===== src/dmsei_pkg.sv =====
// Constants and types shared by the dual mode serial memory interface
package dmsei_pkg;

   ////////////////////////////////////////////////////////////////////////////
   // Memory organisation
   localparam int          MEM_DEPTH   = 128;
   localparam int          ADDR_W      = 7;
   localparam int          DATA_W      = 8;
   localparam int          PAGE_W      = 3;
   localparam logic [6:0]  ADDR_FIRST  = 7'h00;
   localparam logic [6:0]  ADDR_STEP   = 7'h01;
   localparam logic [2:0]  PAGE_STEP   = 3'h1;

   ////////////////////////////////////////////////////////////////////////////
   // Device select: type code value is arbitrary
   localparam logic [3:0]  DEV_TYPE    = 4'h6;
   localparam int          DEV_HI      = 7;
   localparam int          DEV_LO      = 4;
   localparam int          RW_BIT      = 0;
   localparam int          MSB         = 7;

   ////////////////////////////////////////////////////////////////////////////
   // Bit counting
   localparam logic [3:0]  INIT_PULSES = 4'h9;
   localparam logic [3:0]  TX_LAST_BIT = 4'h8;
   localparam logic [3:0]  ACK_BIT     = 4'h8;
   localparam logic [3:0]  BYTE_DONE   = 4'h9;
   localparam logic [3:0]  CNT_ZERO    = 4'h0;
   localparam logic [3:0]  CNT_STEP    = 4'h1;

   ////////////////////////////////////////////////////////////////////////////
   // Recovery and programming timing
   localparam int          CLK_HZ         = 10_000_000;
   localparam int          RECOV_TIME_MS  = 2000;
   localparam int          RECOV_CYC_DFLT = RECOV_TIME_MS * (CLK_HZ / 1000);
   localparam int          TIMER_W        = 25;
   localparam logic [7:0]  RECOV_PULSES   = 8'h80;
   localparam logic [7:0]  PULSE_STEP     = 8'h01;
   localparam int          PROG_CYC_DFLT  = 100;
   localparam int          PROG_W         = 16;

   ////////////////////////////////////////////////////////////////////////////
   // Modes and bus phases
   typedef enum logic [1:0] {
      MODE_TX,
      MODE_TRANS,
      MODE_BUS
   } dmsei_mode_t;

   typedef enum logic [2:0] {
      PH_IDLE,
      PH_DEV,
      PH_ADDR,
      PH_WDATA,
      PH_READ
   } dmsei_phase_t;

endpackage


===== src/dmsei_sync.sv =====
// Two flip-flop synchroniser for pin inputs
`timescale 1ns/10ps
module dmsei_sync #(
   parameter int W = 4
) (
   // Clock and reset
   input  wire logic         core_clk_in,
   input  wire logic         rstn_in,
   // Asynchronous levels
   input  wire logic [W-1:0] async_in,
   // Synchronised levels
   output logic      [W-1:0] sync_out
);

   logic [W-1:0] meta;

   // First stage feeds only the second stage
   always_ff @(posedge core_clk_in) begin
      if (!rstn_in) begin
         meta     <= '0;
         sync_out <= '0;
      end else begin
         meta     <= async_in;
         sync_out <= meta;
      end
   end

endmodule // dmsei_sync


===== src/dmsei_core.sv =====
// Transmit-only stream and two-wire slave logic of the serial memory
`timescale 1ns/10ps

// Behaviour
// - Power-up in stream mode, advance on clock rise
// - First nine stream clocks leave data released
// - Tenth rise drives MSB of location zero
// - Nine clocks per byte, ninth don't care
// - Stream bytes consecutively with address increment
// - 128 bytes, address wraps to zero
// - Bus clock fall enters bidirectional mode
// - Plain variant never returns to stream mode
// - Recovery variant passes through transition state
// - Stream clock pin level gates writes
// - Write control pin level gates writes
// - Select byte MSB first, type, don't care, direction
// - Slave only; START, select, direction, acknowledge
// - Acknowledge each received byte in ninth bit, except a select byte of another type or while programming is busy
// - Current, random and sequential reads supported
// - Byte write and page write of eight
// - Reset disables all operation and commands
// - Transition expires after 128 pulses or timeout
// - Valid select locks bus mode
// - Bus clock fall restarts transition counters
module dmsei_core #(
   parameter bit ERR_RECOVERY = 1'b1,
   parameter bit WE_ON_TRANSMIT_ONLY_CLOCK   = 1'b1,
   parameter int RECOV_CYCLES = dmsei_pkg::RECOV_CYC_DFLT,
   parameter int PROG_CYCLES  = dmsei_pkg::PROG_CYC_DFLT
) (
   // Clock and power-on reset
   input  wire logic core_clk_in,
   input  wire logic rstn_in,
   // Two-wire bus pins
   input  wire logic scl_in,
   input  wire logic sda_in,
   output logic      sda_out,
   output logic      sda_oe_out,
   // Stream clock and write control pins
   input  wire logic transmit_only_clock_in,
   input  wire logic write_control_input_in,
   // Status
   output logic      bus_mode_out,
   output logic      prog_busy_out
);

   ////////////////////////////////////////////////////////////////////////////
   // State
   typedef struct packed {
      dmsei_pkg::dmsei_mode_t             mode;
      dmsei_pkg::dmsei_phase_t            phase;
      logic [3:0]                         bitcnt;
      logic [7:0]                         shift;
      logic [7:0]                         obyte;
      logic                               oe;
      logic                               mack;
      logic [6:0]                         addr;
      logic                               wr_pend;
      logic                               busy;
      logic [dmsei_pkg::PROG_W-1:0]       prog_cnt;
      logic [3:0]                         tx_init;
      logic [3:0]                         tx_bit;
      logic [6:0]                         tx_addr;
      logic [7:0]                         tx_byte;
      logic [7:0]                         vcount;
      logic [dmsei_pkg::TIMER_W-1:0]      rtimer;
      logic                               scl_q;
      logic                               sda_q;
      logic                               transmit_only_clock_q;
   } dmsei_state_t;

   localparam logic [dmsei_pkg::TIMER_W-1:0] RECOV_LAST =
      dmsei_pkg::TIMER_W'(RECOV_CYCLES - 1);
   localparam logic [dmsei_pkg::PROG_W-1:0]  PROG_LAST  =
      dmsei_pkg::PROG_W'(PROG_CYCLES - 1);

   dmsei_state_t st;
   dmsei_state_t next_st;
   logic [7:0]   mem [dmsei_pkg::MEM_DEPTH];
   logic [3:0]   sync_lvl;
   logic         scl_s;
   logic         sda_s;
   logic         transmit_only_clock_s;
   logic         wc_s;
   logic         scl_rise;
   logic         scl_fall;
   logic         transmit_only_clock_rise;
   logic         start_det;
   logic         stop_det;
   logic         wr_allow;
   logic         mem_we;
   logic         expire;

   function automatic logic dev_match(input logic [7:0] sel);
      dev_match = (sel[dmsei_pkg::DEV_HI:dmsei_pkg::DEV_LO]
                   == dmsei_pkg::DEV_TYPE);
   endfunction

   ////////////////////////////////////////////////////////////////////////////
   // Pin synchronisers
   dmsei_sync #(
      .W (4)
   ) u_sync (
      .core_clk_in (core_clk_in),
      .rstn_in     (rstn_in),
      .async_in    ({scl_in, sda_in, transmit_only_clock_in,
                     write_control_input_in}),
      .sync_out    (sync_lvl)
   );

   assign scl_s     = sync_lvl[3];
   assign sda_s     = sync_lvl[2];
   assign transmit_only_clock_s    = sync_lvl[1];
   assign wc_s      = sync_lvl[0];
   assign scl_rise  = scl_s & ~st.scl_q;
   assign scl_fall  = ~scl_s & st.scl_q;
   assign transmit_only_clock_rise = transmit_only_clock_s & ~st.transmit_only_clock_q;
   // Data only changes while clock is low, so these are true conditions
   assign start_det = scl_s & st.scl_q & st.sda_q & ~sda_s;
   assign stop_det  = scl_s & st.scl_q & ~st.sda_q & sda_s;
   assign wr_allow  = WE_ON_TRANSMIT_ONLY_CLOCK ? transmit_only_clock_s : wc_s;
   assign expire    = (transmit_only_clock_rise
                       && st.vcount == dmsei_pkg::RECOV_PULSES
                          - dmsei_pkg::PULSE_STEP)
                      || st.rtimer == RECOV_LAST;

   ////////////////////////////////////////////////////////////////////////////
   // Next state
   always_comb begin
      logic [7:0] cur_byte;
      cur_byte = 8'h00;
      next_st  = st;
      mem_we   = 1'b0;
      next_st.scl_q  = scl_s;
      next_st.sda_q  = sda_s;
      next_st.transmit_only_clock_q = transmit_only_clock_s;

      // Programming cycle timer
      if (st.busy) begin
         next_st.prog_cnt = st.prog_cnt + 1'b1;
         if (st.prog_cnt == PROG_LAST) begin
            next_st.busy = 1'b0;
         end
      end

      case (st.mode)
         dmsei_pkg::MODE_TX: begin
            if (scl_fall) begin
               // Released before any bus activity is decoded
               next_st.mode   = ERR_RECOVERY ? dmsei_pkg::MODE_TRANS
                                             : dmsei_pkg::MODE_BUS;
               next_st.oe     = 1'b0;
               next_st.phase  = dmsei_pkg::PH_IDLE;
               next_st.bitcnt = dmsei_pkg::CNT_ZERO;
               next_st.vcount = '0;
               next_st.rtimer = '0;
            end else if (transmit_only_clock_rise) begin
               if (st.tx_init < dmsei_pkg::INIT_PULSES) begin
                  next_st.tx_init = st.tx_init + dmsei_pkg::CNT_STEP;
               end else begin
                  if (st.tx_bit == dmsei_pkg::CNT_ZERO) begin
                     cur_byte        = mem[st.tx_addr];
                     next_st.tx_addr = st.tx_addr
                                       + dmsei_pkg::ADDR_STEP;
                  end else begin
                     cur_byte = st.tx_byte;
                  end
                  if (st.tx_bit == dmsei_pkg::TX_LAST_BIT) begin
                     next_st.oe     = 1'b0;
                     next_st.tx_bit = dmsei_pkg::CNT_ZERO;
                  end else begin
                     next_st.oe      = ~cur_byte[dmsei_pkg::MSB];
                     next_st.tx_byte = {cur_byte[6:0], 1'b0};
                     next_st.tx_bit  = st.tx_bit + dmsei_pkg::CNT_STEP;
                  end
               end
            end
         end
         dmsei_pkg::MODE_TRANS: begin
            if (scl_fall) begin
               next_st.vcount = '0;
               next_st.rtimer = '0;
            end else if (expire) begin
               // Stream resumes at the next byte boundary
               next_st.mode   = dmsei_pkg::MODE_TX;
               next_st.oe     = 1'b0;
               next_st.phase  = dmsei_pkg::PH_IDLE;
               next_st.tx_bit = dmsei_pkg::CNT_ZERO;
            end else begin
               next_st.rtimer = st.rtimer + 1'b1;
               if (transmit_only_clock_rise) begin
                  next_st.vcount = st.vcount + dmsei_pkg::PULSE_STEP;
               end
            end
         end
         dmsei_pkg::MODE_BUS: begin
            next_st.mode = dmsei_pkg::MODE_BUS;
         end
         default: begin
            next_st.mode = dmsei_pkg::MODE_TX;
         end
      endcase

      //////////////////////////////////////////////////////////////////////////
      // Two-wire slave engine, also active in the transition state
      if (st.mode != dmsei_pkg::MODE_TX
          && next_st.mode != dmsei_pkg::MODE_TX) begin
         if (start_det) begin
            next_st.phase  = dmsei_pkg::PH_DEV;
            next_st.bitcnt = dmsei_pkg::CNT_ZERO;
            next_st.oe     = 1'b0;
         end else if (stop_det) begin
            next_st.phase = dmsei_pkg::PH_IDLE;
            next_st.oe    = 1'b0;
            if (st.wr_pend) begin
               next_st.busy     = 1'b1;
               next_st.prog_cnt = '0;
               next_st.wr_pend  = 1'b0;
            end
         end else if (st.phase != dmsei_pkg::PH_IDLE) begin
            if (scl_rise) begin
               if (st.bitcnt < dmsei_pkg::ACK_BIT) begin
                  next_st.shift = {st.shift[6:0], sda_s};
               end else if (st.bitcnt == dmsei_pkg::ACK_BIT) begin
                  next_st.mack = ~sda_s;
               end
               if (st.bitcnt != dmsei_pkg::BYTE_DONE) begin
                  next_st.bitcnt = st.bitcnt + dmsei_pkg::CNT_STEP;
               end
            end else if (scl_fall) begin
               if (st.bitcnt == dmsei_pkg::ACK_BIT) begin
                  if (st.phase == dmsei_pkg::PH_READ) begin
                     next_st.oe = 1'b0;
                  end else if (st.phase == dmsei_pkg::PH_DEV) begin
                     next_st.oe = dev_match(st.shift) && !st.busy;
                  end else begin
                     next_st.oe = 1'b1;
                  end
               end else if (st.bitcnt == dmsei_pkg::BYTE_DONE) begin
                  next_st.bitcnt = dmsei_pkg::CNT_ZERO;
                  next_st.oe     = 1'b0;
                  case (st.phase)
                     dmsei_pkg::PH_DEV: begin
                        if (dev_match(st.shift) && !st.busy) begin
                           next_st.mode = dmsei_pkg::MODE_BUS;
                           if (st.shift[dmsei_pkg::RW_BIT]) begin
                              cur_byte      = mem[st.addr];
                              next_st.oe    = ~cur_byte[dmsei_pkg::MSB];
                              next_st.obyte = {cur_byte[6:0], 1'b0};
                              next_st.addr  = st.addr
                                              + dmsei_pkg::ADDR_STEP;
                              next_st.phase = dmsei_pkg::PH_READ;
                           end else begin
                              next_st.phase = dmsei_pkg::PH_ADDR;
                           end
                        end else begin
                           next_st.phase = dmsei_pkg::PH_IDLE;
                        end
                     end
                     dmsei_pkg::PH_ADDR: begin
                        next_st.addr  = st.shift[dmsei_pkg::ADDR_W-1:0];
                        next_st.phase = dmsei_pkg::PH_WDATA;
                     end
                     dmsei_pkg::PH_WDATA: begin
                        // Inhibited bytes are still acknowledged
                        if (wr_allow) begin
                           mem_we          = 1'b1;
                           next_st.wr_pend = 1'b1;
                           next_st.addr    = {st.addr[6:dmsei_pkg::PAGE_W],
                                              st.addr[dmsei_pkg::PAGE_W-1:0]
                                              + dmsei_pkg::PAGE_STEP};
                        end
                     end
                     dmsei_pkg::PH_READ: begin
                        if (st.mack) begin
                           cur_byte      = mem[st.addr];
                           next_st.oe    = ~cur_byte[dmsei_pkg::MSB];
                           next_st.obyte = {cur_byte[6:0], 1'b0};
                           next_st.addr  = st.addr
                                           + dmsei_pkg::ADDR_STEP;
                        end else begin
                           next_st.phase = dmsei_pkg::PH_IDLE;
                        end
                     end
                     default: begin
                        next_st.phase = dmsei_pkg::PH_IDLE;
                     end
                  endcase
               end else if (st.phase == dmsei_pkg::PH_READ
                            && st.bitcnt != dmsei_pkg::CNT_ZERO) begin
                  next_st.oe    = ~st.obyte[dmsei_pkg::MSB];
                  next_st.obyte = {st.obyte[6:0], 1'b0};
               end
            end
         end
      end
   end

   ////////////////////////////////////////////////////////////////////////////
   // Registers
   always_ff @(posedge core_clk_in) begin
      if (!rstn_in) begin
         st <= '0;
      end else begin
         st <= next_st;
      end
   end

   // Array is not reset: contents survive the power-on reset
   always_ff @(posedge core_clk_in) begin
      if (mem_we && rstn_in) begin
         mem[st.addr] <= st.shift;
      end
   end

   assign sda_out       = 1'b0;
   assign sda_oe_out    = st.oe;
   assign bus_mode_out  = (st.mode != dmsei_pkg::MODE_TX);
   assign prog_busy_out = st.busy;

   ////////////////////////////////////////////////////////////////////////////
   // Checks
   chk_init_released: assert property (@(posedge core_clk_in)
      disable iff (!rstn_in)
      (st.mode == dmsei_pkg::MODE_TX
       && st.tx_init < dmsei_pkg::INIT_PULSES) |-> !sda_oe_out)
      else $error("data driven during stream initialisation");

   chk_first_msb: assert property (@(posedge core_clk_in)
      disable iff (!rstn_in)
      (st.mode == dmsei_pkg::MODE_TX && !scl_fall && transmit_only_clock_rise
       && st.tx_init == dmsei_pkg::INIT_PULSES
       && st.tx_bit == dmsei_pkg::CNT_ZERO
       && st.tx_addr == dmsei_pkg::ADDR_FIRST)
      |=> (sda_oe_out == !$past(mem[0][7])))
      else $error("first streamed bit is not msb of location zero");

   chk_dont_care_bit: assert property (@(posedge core_clk_in)
      disable iff (!rstn_in)
      (st.mode == dmsei_pkg::MODE_TX
       && st.tx_bit == dmsei_pkg::CNT_ZERO) |-> !sda_oe_out)
      else $error("line driven during don't care bit");

   chk_bus_entry: assert property (@(posedge core_clk_in)
      disable iff (!rstn_in)
      (st.mode == dmsei_pkg::MODE_TX && scl_fall)
      |=> (bus_mode_out && !sda_oe_out))
      else $error("bus clock fall did not leave stream mode");

   chk_bus_locked: assert property (@(posedge core_clk_in)
      disable iff (!rstn_in)
      (st.mode == dmsei_pkg::MODE_BUS) |=> (st.mode == dmsei_pkg::MODE_BUS))
      else $error("locked bus mode was left");

   chk_recov_bound: assert property (@(posedge core_clk_in)
      disable iff (!rstn_in)
      (st.mode == dmsei_pkg::MODE_TRANS && !scl_fall && !start_det
       && transmit_only_clock_rise && st.vcount == dmsei_pkg::RECOV_PULSES
                                    - dmsei_pkg::PULSE_STEP)
      |=> !bus_mode_out)
      else $error("transition state outlived its pulse budget");

   chk_recov_restart: assert property (@(posedge core_clk_in)
      disable iff (!rstn_in)
      (st.mode == dmsei_pkg::MODE_TRANS && scl_fall)
      |=> (st.vcount == 8'h00 && st.rtimer == '0))
      else $error("transition counters not restarted");

   chk_write_gate: assert property (@(posedge core_clk_in)
      disable iff (!rstn_in)
      mem_we |-> (wr_allow && st.phase == dmsei_pkg::PH_WDATA))
      else $error("memory written while writes are inhibited");

   chk_busy_refuse: assert property (@(posedge core_clk_in)
      disable iff (!rstn_in)
      (st.busy && st.phase == dmsei_pkg::PH_DEV && scl_fall && !start_det
       && !stop_det && st.bitcnt == dmsei_pkg::ACK_BIT) |=> !sda_oe_out)
      else $error("select acknowledged during programming");

   chk_byte_ack: assert property (@(posedge core_clk_in)
      disable iff (!rstn_in)
      ((st.phase == dmsei_pkg::PH_ADDR || st.phase == dmsei_pkg::PH_WDATA)
       && st.mode != dmsei_pkg::MODE_TX && !expire && scl_fall
       && !start_det && !stop_det && st.bitcnt == dmsei_pkg::ACK_BIT)
      |=> sda_oe_out ##1 sda_oe_out)
      else $error("received byte not acknowledged");

endmodule // dmsei_core


===== config.mk =====
export PLATFORM = sky130hd
export DESIGN_NAME = dmsei_core
export DESIGN_NICKNAME = d
export VERILOG_FILES = /design/src/dmsei_pkg.sv /design/src/dmsei_sync.sv /design/src/dmsei_core.sv
export SDC_FILE = /design/constraint.sdc
export NUM_CORES = 2
export LEC_CHECK = 0
export BUFFER_PORTS_ARGS = -buffer_cell sky130_fd_sc_hd__buf_2
export CORE_MARGIN = 2
export CORE_UTILIZATION = 40
export CTS_CLUSTER_DIAMETER = 100
export DETAILED_ROUTE_END_ITERATION = 8
export GPL_ROUTABILITY_DRIVEN = 0
export SETUP_SLACK_MARGIN = 0.2
export SLEW_MARGIN = 30
export SYNTH_ARGS = -nofsm -noshare
export SYNTH_HDL_FRONTEND = slang
export SYNTH_HIERARCHICAL = 1
export SYNTH_SLANG_ARGS = --single-unit
export TNS_END_PERCENT = 30

===== constraint.sdc =====
create_clock -name core_clk_in -period 5.3 [get_ports core_clk_in]
set_clock_uncertainty 0.15 [all_clocks]
set_input_delay 1.06 -clock core_clk_in [delete_from_list [all_inputs] [get_ports core_clk_in]]
set_output_delay 1.06 -clock core_clk_in [all_outputs]
set_load 0.03 [all_outputs]

# Yosys cells after proc, flatten, opt, wreduce, memory -nomap -nowiden

Memory sizes are Yosys's and may differ from the RTL's. A register that Yosys moved wholly into a read port is not among the register bits.
Index checks and enable logic that the tools add are counted.

ROM bits: 0
Input bits: 6
Memory bits (writable): 1024
Output and inout bits: 4
Latch bits: 0
Register bits: 118
Memories: 1

Reductions and logical operators: 34
Add/subtract/negate cells: 9
Mux-type cells: 104
Divide/modulo/power cells: 0
Shifts and indexed selects: 0
Magnitude comparators: 2
$mul: 0
Eq/ne operators: 32
Bitwise logic cells: 25

Memory list:

| name | depth | bits a word | read ports | clocked after Yosys merged registers in | write ports | line             | source |
|---|---|---|---|---|---|---|---|
| mem  | 128   | 8           | 2          | 1                                       | 1           | dmsei_core.sv:79 | `logic [7:0] mem [dmsei_pkg::MEM_DEPTH];` |

Operator list:

| kind                                           | number |
|---|---|
| 2-to-1 mux 8 bit                               | 15 |
| 2-to-1 mux 9 bit                               | 12 |
| 2-to-1 mux 33 bit                              | 3 |
| one-hot mux 33 bit (2 select lines)            | 1 |
| 2-to-1 mux 19 bit                              | 3 |
| 2-to-1 mux 52 bit                              | 1 |
| 2-to-1 mux 17 bit                              | 3 |
| 2-to-1 mux 7 bit                               | 7 |
| 2-to-1 mux 35 bit                              | 1 |
| 2-to-1 mux 1 bit                               | 29 |
| 2-to-1 mux 4 bit                               | 7 |
| one-hot mux 7 bit (4 select lines)             | 1 |
| 2-to-1 mux 26 bit                              | 1 |
| AND reduction 13 bit                           | 2 |
| adder 25 x 1 -> 25 bit, second input constant  | 1 |
| == test 25 bit, second input constant          | 1 |
| 2-to-1 mux 20 bit                              | 1 |
| 2-to-1 mux 5 bit                               | 4 |
| inequality test 2 bit, second input constant   | 9 |
| one-hot mux 9 bit (2 select lines)             | 1 |
| nonzero test 2 bit                             | 9 |
| inverter 1 bit                                 | 17 |
| adder 16 x 1 -> 16 bit, second input constant  | 1 |
| == test 16 x 7 -> 1 bit, second input constant | 1 |
| other kinds (40)                               | 75 |

# Depth between registers and ports, before layout

Depth in word-level cells: 21
Gate-level depth with buffers: 12
Mapped depth without buffers: 9

# Hierarchy

The synthesis kept the hierarchy.

Modules (own cells, without submodules):

| module     | cells each | area an instance (um2) | seq. area each (um2) | instances |
|---|---|---|---|---|
| dmsei_core | 3421       | 52834.4                | 33071.7              | 1 |
| dmsei_sync | 16         | 210.2                  | 160.2                | 1 |

# Worst setup path before layout

OpenSTA, ideal clock, no wires.

Path type: register -> register
Start: reg st[99] (netlist name)
End: reg st[77] (netlist name)
Library setup time: 0.074 ns
Stages on the path, launching flop included: 7
Data required time: 5.076 ns
Path slack: 1.239 ns
Arrival time: 3.836 ns
Path buffers: 0
Clock period less this slack: 4.061 ns
Cell sequence: dfxtp_1 > nor4bb_1 > nand4b_1 > a221oi_1 > o2111ai_1 > or3_1 > a31oi_1

Longest elaborated chain between the ends: 4

Ends and longest elaborated chain:

| element                                  | line              | source |
|---|---|---|
| from (decl)                              | dmsei_core.sv:77  | `dmsei_state_t st;` |
| from (signal assigned)                   | dmsei_core.sv:305 | `st <= next_st;` |
| == test 4 x 3 -> 1 bit                   | dmsei_core.sv:96  | `== dmsei_pkg::DEV_TYPE);` |
| logical AND 1 bit                        | dmsei_core.sv:244 | `if (dev_match(st.shift) && !st.busy) begin` |
| inequality test 2 x 1 -> 1 bit (no line) | --                |  |
| AND reduction 13 bit (no line)           | --                |  |

No other way between the ends.
A chain may end at the register's enable or synchronous reset.

# Final worst setup path

Start: reg st[107] (netlist name)
End: mem mem[104][0], enable pin

Longest elaborated chain between the ends: 13

Ends and longest elaborated chain:

| element                                    | line              | source |
|---|---|---|
| == test 3 x 2 -> 1 bit                     | dmsei_core.sv:242 | `case (st.phase)` |
| 2-to-1 mux 1 bit                           | dmsei_core.sv:242 |  |
| 2-to-1 mux 1 bit                           | dmsei_core.sv:239 | `end else if (st.bitcnt == dmsei_pkg::BYTE_DONE) begin` |
| 2-to-1 mux 1 bit                           | dmsei_core.sv:231 | `if (st.bitcnt == dmsei_pkg::ACK_BIT) begin` |
| 2-to-1 mux 1 bit                           | dmsei_core.sv:230 | `end else if (scl_fall) begin` |
| 2-to-1 mux 1 bit                           | dmsei_core.sv:221 | `if (scl_rise) begin` |
| 2-to-1 mux 1 bit (*)                       | dmsei_core.sv:220 | `end else if (st.phase != dmsei_pkg::PH_IDLE) begin` |
| 2-to-1 mux 1 bit (*)                       | dmsei_core.sv:212 | `end else if (stop_det) begin` |
| 2-to-1 mux 1 bit (*)                       | dmsei_core.sv:208 | `if (start_det) begin` |
| 2-to-1 mux 1 bit (*)                       | dmsei_core.sv:206 | `if (st.mode != dmsei_pkg::MODE_TX` |
| logical AND 1 bit (*)                      | dmsei_core.sv:311 | `if (mem_we && rstn_in) begin` |
| 2-to-1 mux 1 bit (*)                       | dmsei_core.sv:311 |  |
| 2-to-1 mux 1 bit (not written as such) (*) | dmsei_core.sv:312 | `mem[st.addr] <= st.shift;` |
| to (decl)                                  | dmsei_core.sv:79  |  |

Every way passes the cells marked *; elsewhere a longest branch is shown, timed or not.

==> summary.txt <==
Global routing
  – Total gr overflow: 0
  – Global-route wire length before repair: approximately 260000 µm
  – Antenna violations before repair: 8
  – Number of global-route vias before repair: 34490
  – GR Util All Layers: a little over a quarter
  – Largest net degree at the start of global routing: 93

Routing
  – DRT iter0 DRCs: between 5000 and 6000
  – Vias per cell: between 6 and 7
  – Routed WL: 187700 µm
  – Remaining DRCs: 0
  – Average wire per standard cell: 35.06 µm
  – Drt pass-1 iters: 8
  – Post-route ant nets: 0
  – Via count: 36040

Timing
  – RSZ-0062 raised after global routing: false
  – Setup violators final: 0
  – Least-Margin Pin Slew: between 1000 and 1500 ps
  – Final hold violation count: 0
  – Final Hold Slack: 287.1 ps
  – Setup ws final: 886.8 ps
  – Upper clock frequency limit: roughly 0.23 GHz
  – Min Tclk post-route: 4413 ps
  – Slew Limit Fails: 0
  – Relative slew slack: 24.24%
  – Setup TNS: 0 ps
  – Tcrit/Tclk final: 83.27%

Yosys
  – Syn Inst Count: roughly 3400
  – Cell Area, Synth: 52990 µm²
  – Syn Area/Cell: 15.44 µm²
  – Synth warn: 6
  – Synthesized net count: roughly 3500

Min path
  – Hold Path Origin: u_sync/meta[2]
  – Worst hold path depth: 1
  – Min-delay worst type: flip-flop to flip-flop
  – WHS Endpoint: u_sync/sync_out[2]

Power
  – Peak VDD IR: 270.3 µV
  – Pleak: 18.15 nW
  – Total power: between 15 and 20 mW
  – PwrDens: ~300 nW/µm²

Critical path
  – CP startpoint kind: flip-flop
  – Req. time, crit path: 5510 ps
  – Setup crit start: st[107]
  – Crit path kind: flip-flop to flip-flop
  – Flop2flop setup slack: between 800 and 900 ps
  – RR Startpoint: st[107]
  – Worst setup EP type: flip-flop
  – Crit-path max FO: 13
  – Crit path arrival time: 4620 ps
  – Reg-to-Reg End: mem[104][0]
  – Worst Reg-to-Reg Cells: 9

Clock network
  – Clk root buf: clkbuf_16
  – Clk Latency, worst-skew pair: 760 ps
  – Post-cts resize count: 0
  – Max Buffers Root-to-Sink: 3
  – Hold_buf cts: 0
  – Total CTS buffers: 117
  – Post-CTS setup buffers: 0
  – # clock sinks: roughly 1100
  – Reg clk slew, reported paths: 60 ps
  – CTS tree: yes
  – CTS H-tree lvls: 3

Outcome
  – Status: completed

Die
  – FP Rows: between 100 and 150
  – Ports: 10
  – Initial Util: between 40% and 50%
  – Core ar.: approximately 130000 µm²
  – Die area: ~140000 µm²
  – Die X: 368.0 µm
  – Die height: 368.0 µm

Placed design
  – DP Worst Slack: 1030 ps
  – Detail Placement HPWL: 122200 µm
  – Cell Area, Placed: 55990 µm²
  – Port Buf Inserts: 7

Job
  – Max cap viols: 0

Final layout
  – Sequential Area: 33250 µm²
  – Cell area after layout: 59800 µm²
  – Layout cell share with drive strength beyond 1: between 20% and 30%
  – Multi-input gate area: 18630 µm²
  – Fin nets: about 3500
  – Fill cells: about 11000
  – Area delta synth->final: 12.85%
-- stage by stage --
| stage | util (%) | instances |
|---|---|---|
| floorplan | - | 3433 |
| global placement | 42.58 | 5136 |
| finish | 45.49 | 5352 |
| detailed placement | 42.59 | 5136 |
| global route | 45.49 | 5350 |
| CTS | 45.44 | 5349 |
-- worst max-delay path, stage by stage (launching register included) --
cell and delay (ps):
dfxtp_1 600, nand2b_1 290, or2_1 350, nor2_1 170, nand2_1 90, nor4_2 300, buf_4 330, nand2_1 520
buf_4 430, nor2_1 750
-- power breakdown --
part	total (mW)	internal (mW)	leakage, nW	switching, mW
Clock	8.26	4.68	1.81	3.58
Sequential	9.69	9.68	10.5	0.00528
Combinational	0.0709	0.0184	5.86	0.0525
-- routing by layer --
layer / GRT usage, % / up-vias / wire (µm)
li1: - / 14440 / -
met1: 36.66 / 18460 / 71050
met2: 40.43 / 2570 / 82020
met3: 7.454 / 552 / 22700
met4: 14.11 / 14 / 11770
met5: 0 / - / 129
-- worst max path at each step --
stage	slack, ps	end
after floorplan	1240	st[77]
after global placement	1070	mem[9][2]
after detailed placement	1030	mem[120][6]
after CTS	1020	mem[120][2]
after global routing	800	mem[104][5]
final	890	mem[104][0]
-- placed cells by master, fill, tap and decap left out, types with 12 or more instances in the layout --
cell type     n
a22oi_1     261
o21ai_0      67
mux2i_1      73
a21oi_1      86
a31oi_1      34
a2111oi_0    12
nor3_1       30
o22ai_1      12
a22o_1       48
and2_1       21
clkbuf_1     28
nand2b_1     15
clkinv_2     12
nor2_2       17
and3_1       25
buf_12       18
a221oi_1     89
mux2_2       55
a211oi_1     19
clkbuf_16   118
edfxtp_1   1024
o211ai_1     20
inv_1        17
clkinv_1     32
xor2_1       21
mux4_2      316
nor2b_1      18
dfxtp_1     106
dfxtp_4      15
and4b_1      13
bufinv_16    12
nor2_1      253
nand2_1     127
a41oi_1      25
buf_4       198
nand4_1      31
nand3_1      42
xnor2_1      14
ha_1         12
-- registers in the layout, summed over array words and instances, names as in the netlist, named ones only --
register         cells
mem               1024
st                 107
u_sync/meta          3
u_sync/sync_out      3
prog_busy_out        1
sda_oe_out           1
-- final cells by class --
cell class                      instances  area share, %
Sequential cell                      1146          55.60
Multi-Input combinational cell       1991          31.15
Inverter                               21         0.1318
Timing Repair Buffer                  224          3.166
Antenna cell                            2       0.008369
Clock buffer                          148          5.159
Clock inverter                         65          1.117
Tap cell                             1755          3.672
No activity file was read; power rests on OpenSTA's default activity.
